`src/lpsr_pkg.sv`:
```
/*
  constants shared by the latched parallel-in serial-out shift register block:
  register offsets, field positions, reset values and widths.
  assumes a single 100 MHz clock and an apb master on the register side.
*/
// ----------------------------------------------------------------------------
// ----------------------------------------------------------------------------
package lpsr_pkg;

  // --------------------------------------------------------------------------
  // sizes
  // --------------------------------------------------------------------------
  localparam int unsigned LPSR_WIDTH  = 8;   // stages in latch and shift register
  localparam int unsigned LPSR_ADDR_W = 12;  // apb address bits decoded

  // --------------------------------------------------------------------------
  // register offsets (byte addresses, one word each)
  // --------------------------------------------------------------------------
  localparam logic [11:0] LPSR_OFS_CTRL   = 12'h000;  // control
  localparam logic [11:0] LPSR_OFS_STATUS = 12'h004;  // live state, read only
  localparam logic [11:0] LPSR_OFS_LATCH  = 12'h008;  // latch contents, read only

  // --------------------------------------------------------------------------
  // field positions
  // --------------------------------------------------------------------------
  localparam int unsigned LPSR_CTRL_SEL_B   = 0;   // serial input select, 1 = input b
  localparam int unsigned LPSR_CTRL_CLR_B   = 1;   // write 1: one-cycle software clear
  localparam int unsigned LPSR_STAT_PEND_B  = 8;   // a shift edge waits on the buffer
  localparam int unsigned LPSR_STAT_SOUT_B  = 9;   // serial output level
  localparam int unsigned LPSR_STAT_BVAL_B  = 10;  // buffer holds a bit

  // --------------------------------------------------------------------------
  // reset values
  // --------------------------------------------------------------------------
  localparam logic       LPSR_RST_SEL  = 1'b0;     // serial input a after reset
  localparam logic [7:0] LPSR_RST_DATA = 8'h00;    // latch and stages after reset

endpackage

```
`src/lpsr_buf.sv`:
```
/*
  two-entry buffer with valid and ready on both sides.
  assumes a single clock and an active-low asynchronous reset; in_ready
  is a flop, so a full buffer stalls its source without a loop.
*/
`timescale 1ns/1ns
module lpsr_buf #(
  parameter int unsigned W = 1  // data width
) (
  input  wire logic         clk,
  input  wire logic         nrst,
  input  wire logic         in_valid,
  output logic              in_ready,
  input  wire logic [W-1:0] in_data,
  output logic              out_valid,
  input  wire logic         out_ready,
  output logic [W-1:0]      out_data
);

  // --------------------------------------------------------------------------
  // storage
  // --------------------------------------------------------------------------
  logic [W-1:0] mem [2];      // two entries
  logic         wr_ptr;       // next slot to fill
  logic         rd_ptr;       // oldest slot
  logic [1:0]   level;        // entries held
  logic         push;         // entry accepted this cycle
  logic         pop;          // entry drained this cycle
  logic [1:0]   next_level;   // level after this cycle

  assign push       = in_valid & in_ready;
  assign pop        = out_valid & out_ready;
  assign next_level = level + {1'b0, push} - {1'b0, pop};
  assign out_data   = mem[rd_ptr];

  // --------------------------------------------------------------------------
  // pointers and flags; full and empty follow the real level
  // --------------------------------------------------------------------------
  always_ff @(posedge clk or negedge nrst) begin
    if (!nrst) begin
      wr_ptr    <= 1'b0;
      rd_ptr    <= 1'b0;
      level     <= 2'h0;
      in_ready  <= 1'b1;
      out_valid <= 1'b0;
    end else begin
      wr_ptr    <= wr_ptr ^ push;
      rd_ptr    <= rd_ptr ^ pop;
      level     <= next_level;
      in_ready  <= (next_level != 2'h2);
      out_valid <= (next_level != 2'h0);
    end
  end

  // data slots carry no reset, they are only read while valid
  always_ff @(posedge clk) begin
    if (push) begin
      mem[wr_ptr] <= in_data;
    end
  end

endmodule

```
`src/lpsr_top.sv`:
```
/*
  latched parallel-in serial-out shift register with tri-state parallel
  ports, selectable serial input, direct load and clear, and an apb slave.
  assumes every pin input is synchronous to clk; the two device clocks are
  sampled as levels and their rising edges found by comparison.
*/
// Design decisions made here: the APB interface to the registers and the address map.
`timescale 1ns/1ns
module lpsr_top
  import lpsr_pkg::*;
#(
  parameter int unsigned WIDTH = LPSR_WIDTH  // stages
) (
  input  wire logic                   clk,
  input  wire logic                   nrst,
  // device pins
  input  wire logic                   shift_clk,
  input  wire logic                   latch_clk,
  input  wire logic                   shift_load_n,
  input  wire logic                   shift_clear_n,
  input  wire logic                   shift_clk_en_n,
  input  wire logic                   serial_in_a,
  input  wire logic                   serial_in_b,
  input  wire logic                   out_en_n,
  input  wire logic [WIDTH-1:0]       par_in,
  output logic      [WIDTH-1:0]       par_out,
  output logic                        par_oe_n,
  output logic                        serial_out,
  // stream of bits shifted into the last stage
  output logic                        bit_valid,
  input  wire logic                   bit_ready,
  output logic                        bit_data,
  // apb slave
  input  wire logic                   psel,
  input  wire logic                   penable,
  input  wire logic                   pwrite,
  input  wire logic [LPSR_ADDR_W-1:0] paddr,
  input  wire logic [31:0]            pwdata,
  output logic      [31:0]            prdata,
  output logic                        pready,
  output logic                        pslverr
);

  // --------------------------------------------------------------------------
  // declarations
  // --------------------------------------------------------------------------
  logic [WIDTH-1:0] latch_q;      // storage latch
  logic [WIDTH-1:0] sreg;         // shift register stages
  logic [WIDTH-1:0] next_sreg;    // stage values after this cycle
  logic             sclk_d;       // shift clock one cycle ago
  logic             lclk_d;       // latch clock one cycle ago
  logic             sclk_rise;    // shift clock rising edge seen
  logic             lclk_rise;    // latch clock rising edge seen
  logic             shift_req;    // enabled shift edge
  logic             pend;         // enabled edge waiting for buffer room
  logic             next_pend;    // pend after this cycle
  logic             do_shift;     // shift happens this cycle
  logic             ser_sel;      // serial input select from ctrl
  logic             sw_clr;       // one-cycle software clear
  logic             clr_any;      // pin clear or software clear
  logic             ser_bit;      // selected serial input
  logic             buf_ready;    // buffer has room
  logic             apb_acc;      // access phase waiting for answer
  logic             hit_ctrl;     // address decodes to ctrl
  logic             hit_status;   // address decodes to status
  logic             hit_latch;    // address decodes to latch
  logic             hit_any;      // address is mapped
  logic [31:0]      rd_mux;       // read data selected by address
  logic [31:0]      status_word;  // live status view

  // --------------------------------------------------------------------------
  // address decode, shared by read and write paths
  // --------------------------------------------------------------------------
  function automatic logic addr_is(input logic [LPSR_ADDR_W-1:0] a,
                                   input logic [11:0]            ofs);
    addr_is = (a == ofs);
  endfunction

  assign apb_acc    = psel & penable & ~pready;
  assign hit_ctrl   = addr_is(paddr, LPSR_OFS_CTRL);
  assign hit_status = addr_is(paddr, LPSR_OFS_STATUS);
  assign hit_latch  = addr_is(paddr, LPSR_OFS_LATCH);
  assign hit_any    = hit_ctrl | hit_status | hit_latch;

  // --------------------------------------------------------------------------
  // edge detection on the sampled device clocks
  // --------------------------------------------------------------------------
  assign sclk_rise = shift_clk & ~sclk_d;
  assign lclk_rise = latch_clk & ~lclk_d;
  assign shift_req = sclk_rise & ~shift_clk_en_n;
  assign clr_any   = ~shift_clear_n | sw_clr;
  assign ser_bit   = ser_sel ? serial_in_b : serial_in_a;

  // a shift waits while the buffer is full; load and clear cancel it
  assign do_shift  = (shift_req | pend) & buf_ready & ~clr_any & shift_load_n;

  // previous clock levels
  always_ff @(posedge clk or negedge nrst) begin
    if (!nrst) begin
      sclk_d <= 1'b0;
      lclk_d <= 1'b0;
    end else begin
      sclk_d <= shift_clk;
      lclk_d <= latch_clk;
    end
  end

  // --------------------------------------------------------------------------
  // storage latch
  // --------------------------------------------------------------------------
  // par_in is the resolved port level: while the device drives the ports it
  // reads back its own stages, otherwise the host's data
  always_ff @(posedge clk or negedge nrst) begin
    if (!nrst) begin
      latch_q <= LPSR_RST_DATA;
    end else if (lclk_rise) begin
      latch_q <= par_in;
    end
  end

  // --------------------------------------------------------------------------
  // shift register stages, priority clear, load, shift, hold
  // --------------------------------------------------------------------------
  genvar gi;
  generate
    for (gi = 0; gi < WIDTH; gi++) begin : g_stage
      if (gi == 0) begin : g_first
        assign next_sreg[gi] = clr_any ? 1'b0 :
                               !shift_load_n ? latch_q[gi] :
                               do_shift ? ser_bit : sreg[gi];
      end else begin : g_rest
        assign next_sreg[gi] = clr_any ? 1'b0 :
                               !shift_load_n ? latch_q[gi] :
                               do_shift ? sreg[gi-1] : sreg[gi];
      end
    end
  endgenerate

  // a level held low on load or clear acts every cycle, like the direct inputs
  always_ff @(posedge clk or negedge nrst) begin
    if (!nrst) begin
      sreg <= LPSR_RST_DATA;
    end else begin
      sreg <= next_sreg;
    end
  end

  // a second enabled edge during a stall is lost; status shows the stall
  always_comb begin
    next_pend = pend;
    if (clr_any || !shift_load_n) begin
      next_pend = 1'b0;
    end else if (do_shift) begin
      next_pend = 1'b0;
    end else if (shift_req) begin
      next_pend = 1'b1;
    end
  end

  // pending shift flag
  always_ff @(posedge clk or negedge nrst) begin
    if (!nrst) begin
      pend <= 1'b0;
    end else begin
      pend <= next_pend;
    end
  end

  // --------------------------------------------------------------------------
  // pins driven straight from flops
  // --------------------------------------------------------------------------
  assign par_out    = sreg;
  assign serial_out = sreg[WIDTH-1];

  // output enable follows the pin one cycle later
  always_ff @(posedge clk or negedge nrst) begin
    if (!nrst) begin
      par_oe_n <= 1'b1;
    end else begin
      par_oe_n <= out_en_n;
    end
  end

  // --------------------------------------------------------------------------
  // bit buffer: every bit shifted into the last stage goes to the consumer
  // --------------------------------------------------------------------------
  lpsr_buf #(
    .W (1)
  ) u_buf (
    .clk       (clk),
    .nrst      (nrst),
    .in_valid  (do_shift),
    .in_ready  (buf_ready),
    .in_data   (sreg[WIDTH-2]),
    .out_valid (bit_valid),
    .out_ready (bit_ready),
    .out_data  (bit_data)
  );

  // --------------------------------------------------------------------------
  // apb slave, one wait state, answer registered
  // --------------------------------------------------------------------------
  assign status_word = {21'h0, bit_valid, serial_out, pend, 8'(sreg)};

  assign rd_mux = hit_ctrl   ? {31'h0, ser_sel} :
                  hit_status ? status_word :
                  hit_latch  ? {24'h0, latch_q} : 32'h0;

  // answer on the second access cycle
  always_ff @(posedge clk or negedge nrst) begin
    if (!nrst) begin
      pready  <= 1'b0;
      pslverr <= 1'b0;
      prdata  <= 32'h0;
    end else begin
      pready  <= apb_acc;
      pslverr <= apb_acc & ~hit_any;
      prdata  <= (apb_acc & ~pwrite) ? rd_mux : 32'h0;
    end
  end

  // control register, write takes effect at the completing edge
  always_ff @(posedge clk or negedge nrst) begin
    if (!nrst) begin
      ser_sel <= LPSR_RST_SEL;
      sw_clr  <= 1'b0;
    end else begin
      sw_clr <= 1'b0;
      if (psel && penable && pready && pwrite && hit_ctrl) begin
        ser_sel <= pwdata[LPSR_CTRL_SEL_B];
        sw_clr  <= pwdata[LPSR_CTRL_CLR_B];
      end
    end
  end
endmodule

```
`config.mk`:
```
export PLATFORM = sky130hd
export DESIGN_NAME = lpsr_top
export DESIGN_NICKNAME = d
export VERILOG_FILES = /design/src/lpsr_pkg.sv /design/src/lpsr_buf.sv /design/src/lpsr_top.sv
export SDC_FILE = /design/constraint.sdc
export NUM_CORES = 1
export LEC_CHECK = 0
export BUFFER_PORTS_ARGS = -buffer_cell sky130_fd_sc_hd__buf_2
export CORE_MARGIN = 2
export CORE_UTILIZATION = 47
export CTS_BUF_LIST = sky130_fd_sc_hd__clkbuf_4
export DETAILED_ROUTE_END_ITERATION = 12
export PLACE_DENSITY = 0.88
export SLEW_MARGIN = 20
export SYNTH_ARGS = -nofsm -noshare
export SYNTH_HDL_FRONTEND = slang
export SYNTH_SLANG_ARGS = --single-unit
```
`constraint.sdc`:
```
create_clock -name clk -period 1.7 [get_ports clk]
set_input_delay 0.34 -clock clk [delete_from_list [all_inputs] [get_ports clk]]
set_output_delay 0.34 -clock clk [all_outputs]
set_load 0.03 [all_outputs]
```
### Word-level counts from Yosys, hierarchy flattened

Memories as Yosys holds them, arrays and structs flattened.
Cells that the tools add are included.
Widths: inputs -> output; s select.

* bits in registers: 41
* bits in writable memories: 2
* input bits: 66
* output and inout bits: 46
* word-level logic and storage cells: 93
* memories: 1

* add/subtract/negate cells: 2
* eq/ne operators: 4
* multiplexer cells: 35
* bitwise logic cells: 26
* reduce and logical (&&, ||, !) cells: 9

Memories
* u_buf.mem: depth 2, bits a word 1, read ports 1, clocked after Yosys merged registers in 0, wr ports 1, RTL line lpsr_buf.sv:23 `logic [W-1:0] mem [2];`

Operator list (count)
* $mux 11: 3
* $mux 1: 31
* $and 1x1->1: 12
* $eq 12x3->1 const B: 1
* $eq 12x4->1 const B: 1
* $logic_not 12->1: 1
* $mux 8: 1
* $not 1->1: 8
* $logic_and 1x1->1: 4
* $or 1x1->1: 4
* $ne 3x1->1 const B: 1
* $reduce_bool 3->1: 1
* $add 2x1->2: 1
* $ne 2x2->1 const B: 1
* $reduce_bool 2->1: 1
* $sub 2x1->2: 1
* $xor 1x1->1: 2
* $logic_not 1->1: 1
* $logic_or 1x1->1: 1

### Longest topological paths before layout

* depth in word-level cells: 11
* mapped depth: 6

### By module

From an unflattened synthesis, not the netlist that was laid out.

* cells, all modules: 179
* area, all modules: 2063.2 um^2

Modules (own cells, without submodules)
* lpsr_top: times used 1, cells an instance 155, area an instance 1724.2 um^2
* lpsr_buf: times used 1, cells an instance 24, area an instance 339.1 um^2

### Worst setup path after synthesis

No wires, ideal clock.

* kind: reg2reg
* start point: register u_buf.out_valid
* end point: register u_buf.out_valid
* library setup time: 128 ps
* arrival: 1337 ps
* data required time: 1572 ps
* slack: 235 ps
* stages on the path, launching flop included: 6
* buffers on the path: 0
* clock period less this slack: 1465 ps
* cells stage by stage: dfrtp_1 and2_1 ha_1 inv_1 o211ai_2 a2bb2oi_1

* cells in the longest elaborated chain, start to end: 3

Ends and longest elaborated chain
* start: declaration: RTL line lpsr_buf.sv:15 `output logic out_valid,`
* start signal: assignment: RTL line lpsr_buf.sv:51 `out_valid <= (next_level != 2'h0);`
* $and 1x1->1: RTL line lpsr_buf.sv:32 `assign pop = out_valid & out_ready;`
* $sub 2x1->2: RTL line lpsr_buf.sv:33 `assign next_level = level + {1'b0, push} - {1'b0, pop};`
* $reduce_bool 2->1: RTL line lpsr_buf.sv:51

No other way between the ends.
A chain may end at the register's enable or synchronous reset.

### Worst setup path after layout

* start point: register u_buf.rd_ptr
* end point: output port bit_data

* cells in the longest elaborated chain, start to end: 1

Ends and longest elaborated chain
* start: declaration: RTL line lpsr_buf.sv:25 `logic rd_ptr;`
* start signal: assignment: RTL line lpsr_buf.sv:48 `rd_ptr <= rd_ptr ^ pop;`
* $mem_v2 2x1
* end: declaration: RTL line lpsr_top.sv:32 `output logic bit_data,`

No other way between the ends.

==> impl_metrics.py <==
metrics = {
    "grt": {
        "grt_max_degree": 22,
        "grt_pass1_wl_mm": 6.94,
        "gr-total-overflow": 0,
        "antenna_found_initial": 0,
        "grt_pass1_vias": 1515,
        "grtUsageTotal_pct": 17.6,
    },
    "place": {
        "portBuffers": 60,
        "gp_congestion": 0.832,
        "dp_cells": 295,
        "placed_cell_area_um2": 2490,
        "place_hpwl_mm": 3.34,
    },
    "routing": {
        "antenna_left": 0,
        "wirelength_mm": 4.34,
        "post-route-drc-count": 0,
        "drt_pass1_iterations": 4,
        "via_per_inst": 5.17,
        "first_iter_violations": 75,
        "vias": 1573,
        "routedWlPerCell_um": 14.3,
    },
    "worst_setup_path": {
        "cp_max_fo": 2,
        "critPathCaptureType": "output port",
        "path_class": "reg -> out",
        "start_kind": "register",
        "cp.required_ns": 1.36,
        "arrival_ns": 1.26,
    },
    "cts": {
        "htreeDepth": 2,
        "cts_sinks": 43,
        "clkTransAtPathRegs_ns": 0.12,
        "cts_tree": "done",
        "numCtsBuffers": 5,
        "clk_latency_ns": 0.36,
        "cts_setup_buffers": 0,
        "root_buffer": "clkbuf_4",
        "cts_buffer_depth": 2,
    },
    "floorplan": {
        "core_area_um2": 4410,
        "die_w_um": 72.1,
        "io_pins": 112,
        "fp.dieH_um": 72.1,
        "initial_core_util_pct": 49.4,
        "num_rows": 24,
        "die-area_um2": 5200,
    },
    "cells_and_area": {
        "drive_above_1_share_pct": 41.7,
        "final_cells": 304,
        "fin_nets": 319,
        "multi_input_area_um2": 925,
        "area_delta_synth_final_pct": 17.2,
        "regArea_um2": 1090,
        "diodes": 0,
        "final_area_um2": 2560,
        "final.fill_count": 355,
    },
    "logic_synthesis": {
        "ys_seq_area_share_pct": 49.9,
        "synth_commonest_cells": "dfrtp_1, buf_4, nor2_1",
        "synth_edf_count": 2,
        "async_flop_share_pct": 95.3,
        "syn_area_um2": 2180,
        "syn_area_per_cell_um2": 11.9,
        "synth.top_cell.area_share_pct": 44.8,
        "ys_seq_elements": 43,
        "synthCells": 184,
        "ys_warn_count": 0,
        "yosys.area.top_type": "dfrtp_1",
        "synth.area.top_cells": "dfrtp_1, buf_4, mux2_2",
        "ys_types": 43,
        "ys.flop_type": "dfrtp_1",
        "yosysMostFrequentCell": "dfrtp_1",
    },
    "hold_path": {
        "hp-class": "in -> reg",
    },
    "run_status": {
        "status": "complete, no violations",
    },
    "power": {
        "power_density_nw_per_um2": 961,
        "irDropWorstVdd_mv": 0.437,
        "p_leak_uw": 0.00127,
    },
    "timing": {
        "hold_viol": 0,
        "setup_viol": 0,
        "fin_setup_tns_ns": 0,
        "worst_slew_pin_slew_ns": 0.789,
        "relSlewSlack_pct": 47.3,
        "rsz0062_at_grt": "false",
        "slew_viol_final": 0,
        "fin_hold_ws_ns": 0.0643,
        "period_share_pct": 94.2,
        "achievable-frequency_ghz": 0.624,
        "finClkSkew_ns": 0.00985,
        "layout_min_cycle_time_ns": 1.60,
    },
    "run": {
        "maxCapViolCount": 0,
    },
}
[power breakdown]
part           leakage [µW]  internal (µW)  switching (µW)  total [µW]
combinational      0.000698            279             420         699
clock             0.0000361            193             315         508
sequential         0.000539           1160            84.2        1250
[cells in the final DEF, fill, tap and decap left out, types with 2 or more instances in the layout]
master / count
dfstp_2: 2
a211oi_2: 7
and4_1: 3
nor3b_1: 7
a22oi_1: 7
buf_2: 60
mux2_2: 10
edfxtp_1: 2
xnor2_1: 3
and2_1: 2
nand2_1: 2
and4bb_2: 2
ha_1: 2
inv_1: 6
a2bb2oi_1: 3
o211ai_1: 2
o21ai_0: 7
nor4_4: 2
clkbuf_4: 7
buf_4: 9
conb_1: 21
nor2b_1: 11
nor2_1: 14
xor2_1: 2
and4bb_1: 2
dfrtp_1: 39
[final cells by class]
class	instances	area share [%]
clock buffers	7	2.06
clock inverters	1	0.196
inverters	6	0.881
multi-input cells	124	36.2
flip-flops and latches	43	42.6
well taps	52	2.55
repair buffers	71	15.6
[worst max-delay path, cell delays in order, from the launching register on]
cell,delay [ns]
dfrtp_1,0.39
mux2_2,0.34
buf_2,0.18
[layer usage]
metal  routed length, µm  track usage [%]  share of wire (%)  up-vias
li1                    -                -                  -      739
met1                1820             22.4                 42      760
met2                2100             28.0                 48       64
met3                 315             5.14                7.3       10
met4                 106             7.13                2.4        0
met5                   0                0                  0        -
[stage by stage]
stage          power (µW)  util [%]  setup WS (ns)
2_1_floorplan        1800         -          0.235
5_1_grt              2610      57.9         0.0264
3_3_place_gp         1930      56.4          0.198
3_5_place_dp         1970      56.4          0.171
4_1_cts              2480      57.9         0.0843
6_report             2460      57.9         0.0981
[cells by family (layout without fill, tap and decap cells)]
family	count (synthesis)	in the layout	synth area share, %
multiplexers	12	12	6.14
buffers and inverters	37	85	11.1
adder cells (fa/ha/maj)	2	2	1.15
other	1	21	0.172
XOR/XNOR	5	5	2.01
AND/OR/NAND/NOR	54	54	17.7
flip-flops	43	43	49.9
AO/OA/AOI/OAI	30	30	11.8
[sequential cells by signal (all words and copies together), names as in the netlist, 2 cells and up]
name,flops
latch_q,8
par_out,8
u_buf.level,2
prdata,11
u_buf.mem,2
[worst paths after layout]
check                               endpoint      startpoint  slack [ns]  cells past startpoint
worst max-delay path                bit_data    u_buf.rd_ptr         0.1                      2
worst min-delay path                par_oe_n        out_en_n        0.06                      1
worst max register to register  u_buf.mem[0]  u_buf.in_ready        0.24                      4
worst min register to register  u_buf.rd_ptr    u_buf.rd_ptr        0.49                      1
max in group asynchronous           par_oe_n            nrst        0.67                      3
min in group asynchronous             lclk_d            nrst        0.48                      2
[what timing repair did]
action	in CTS	in global routing
hold buffers	1	0
setup endpoints to repair	0	0
endpoints found under the hold margin	19	0
resized for setup	0	0
Note: power is estimated with default switching activity, not from simulation.
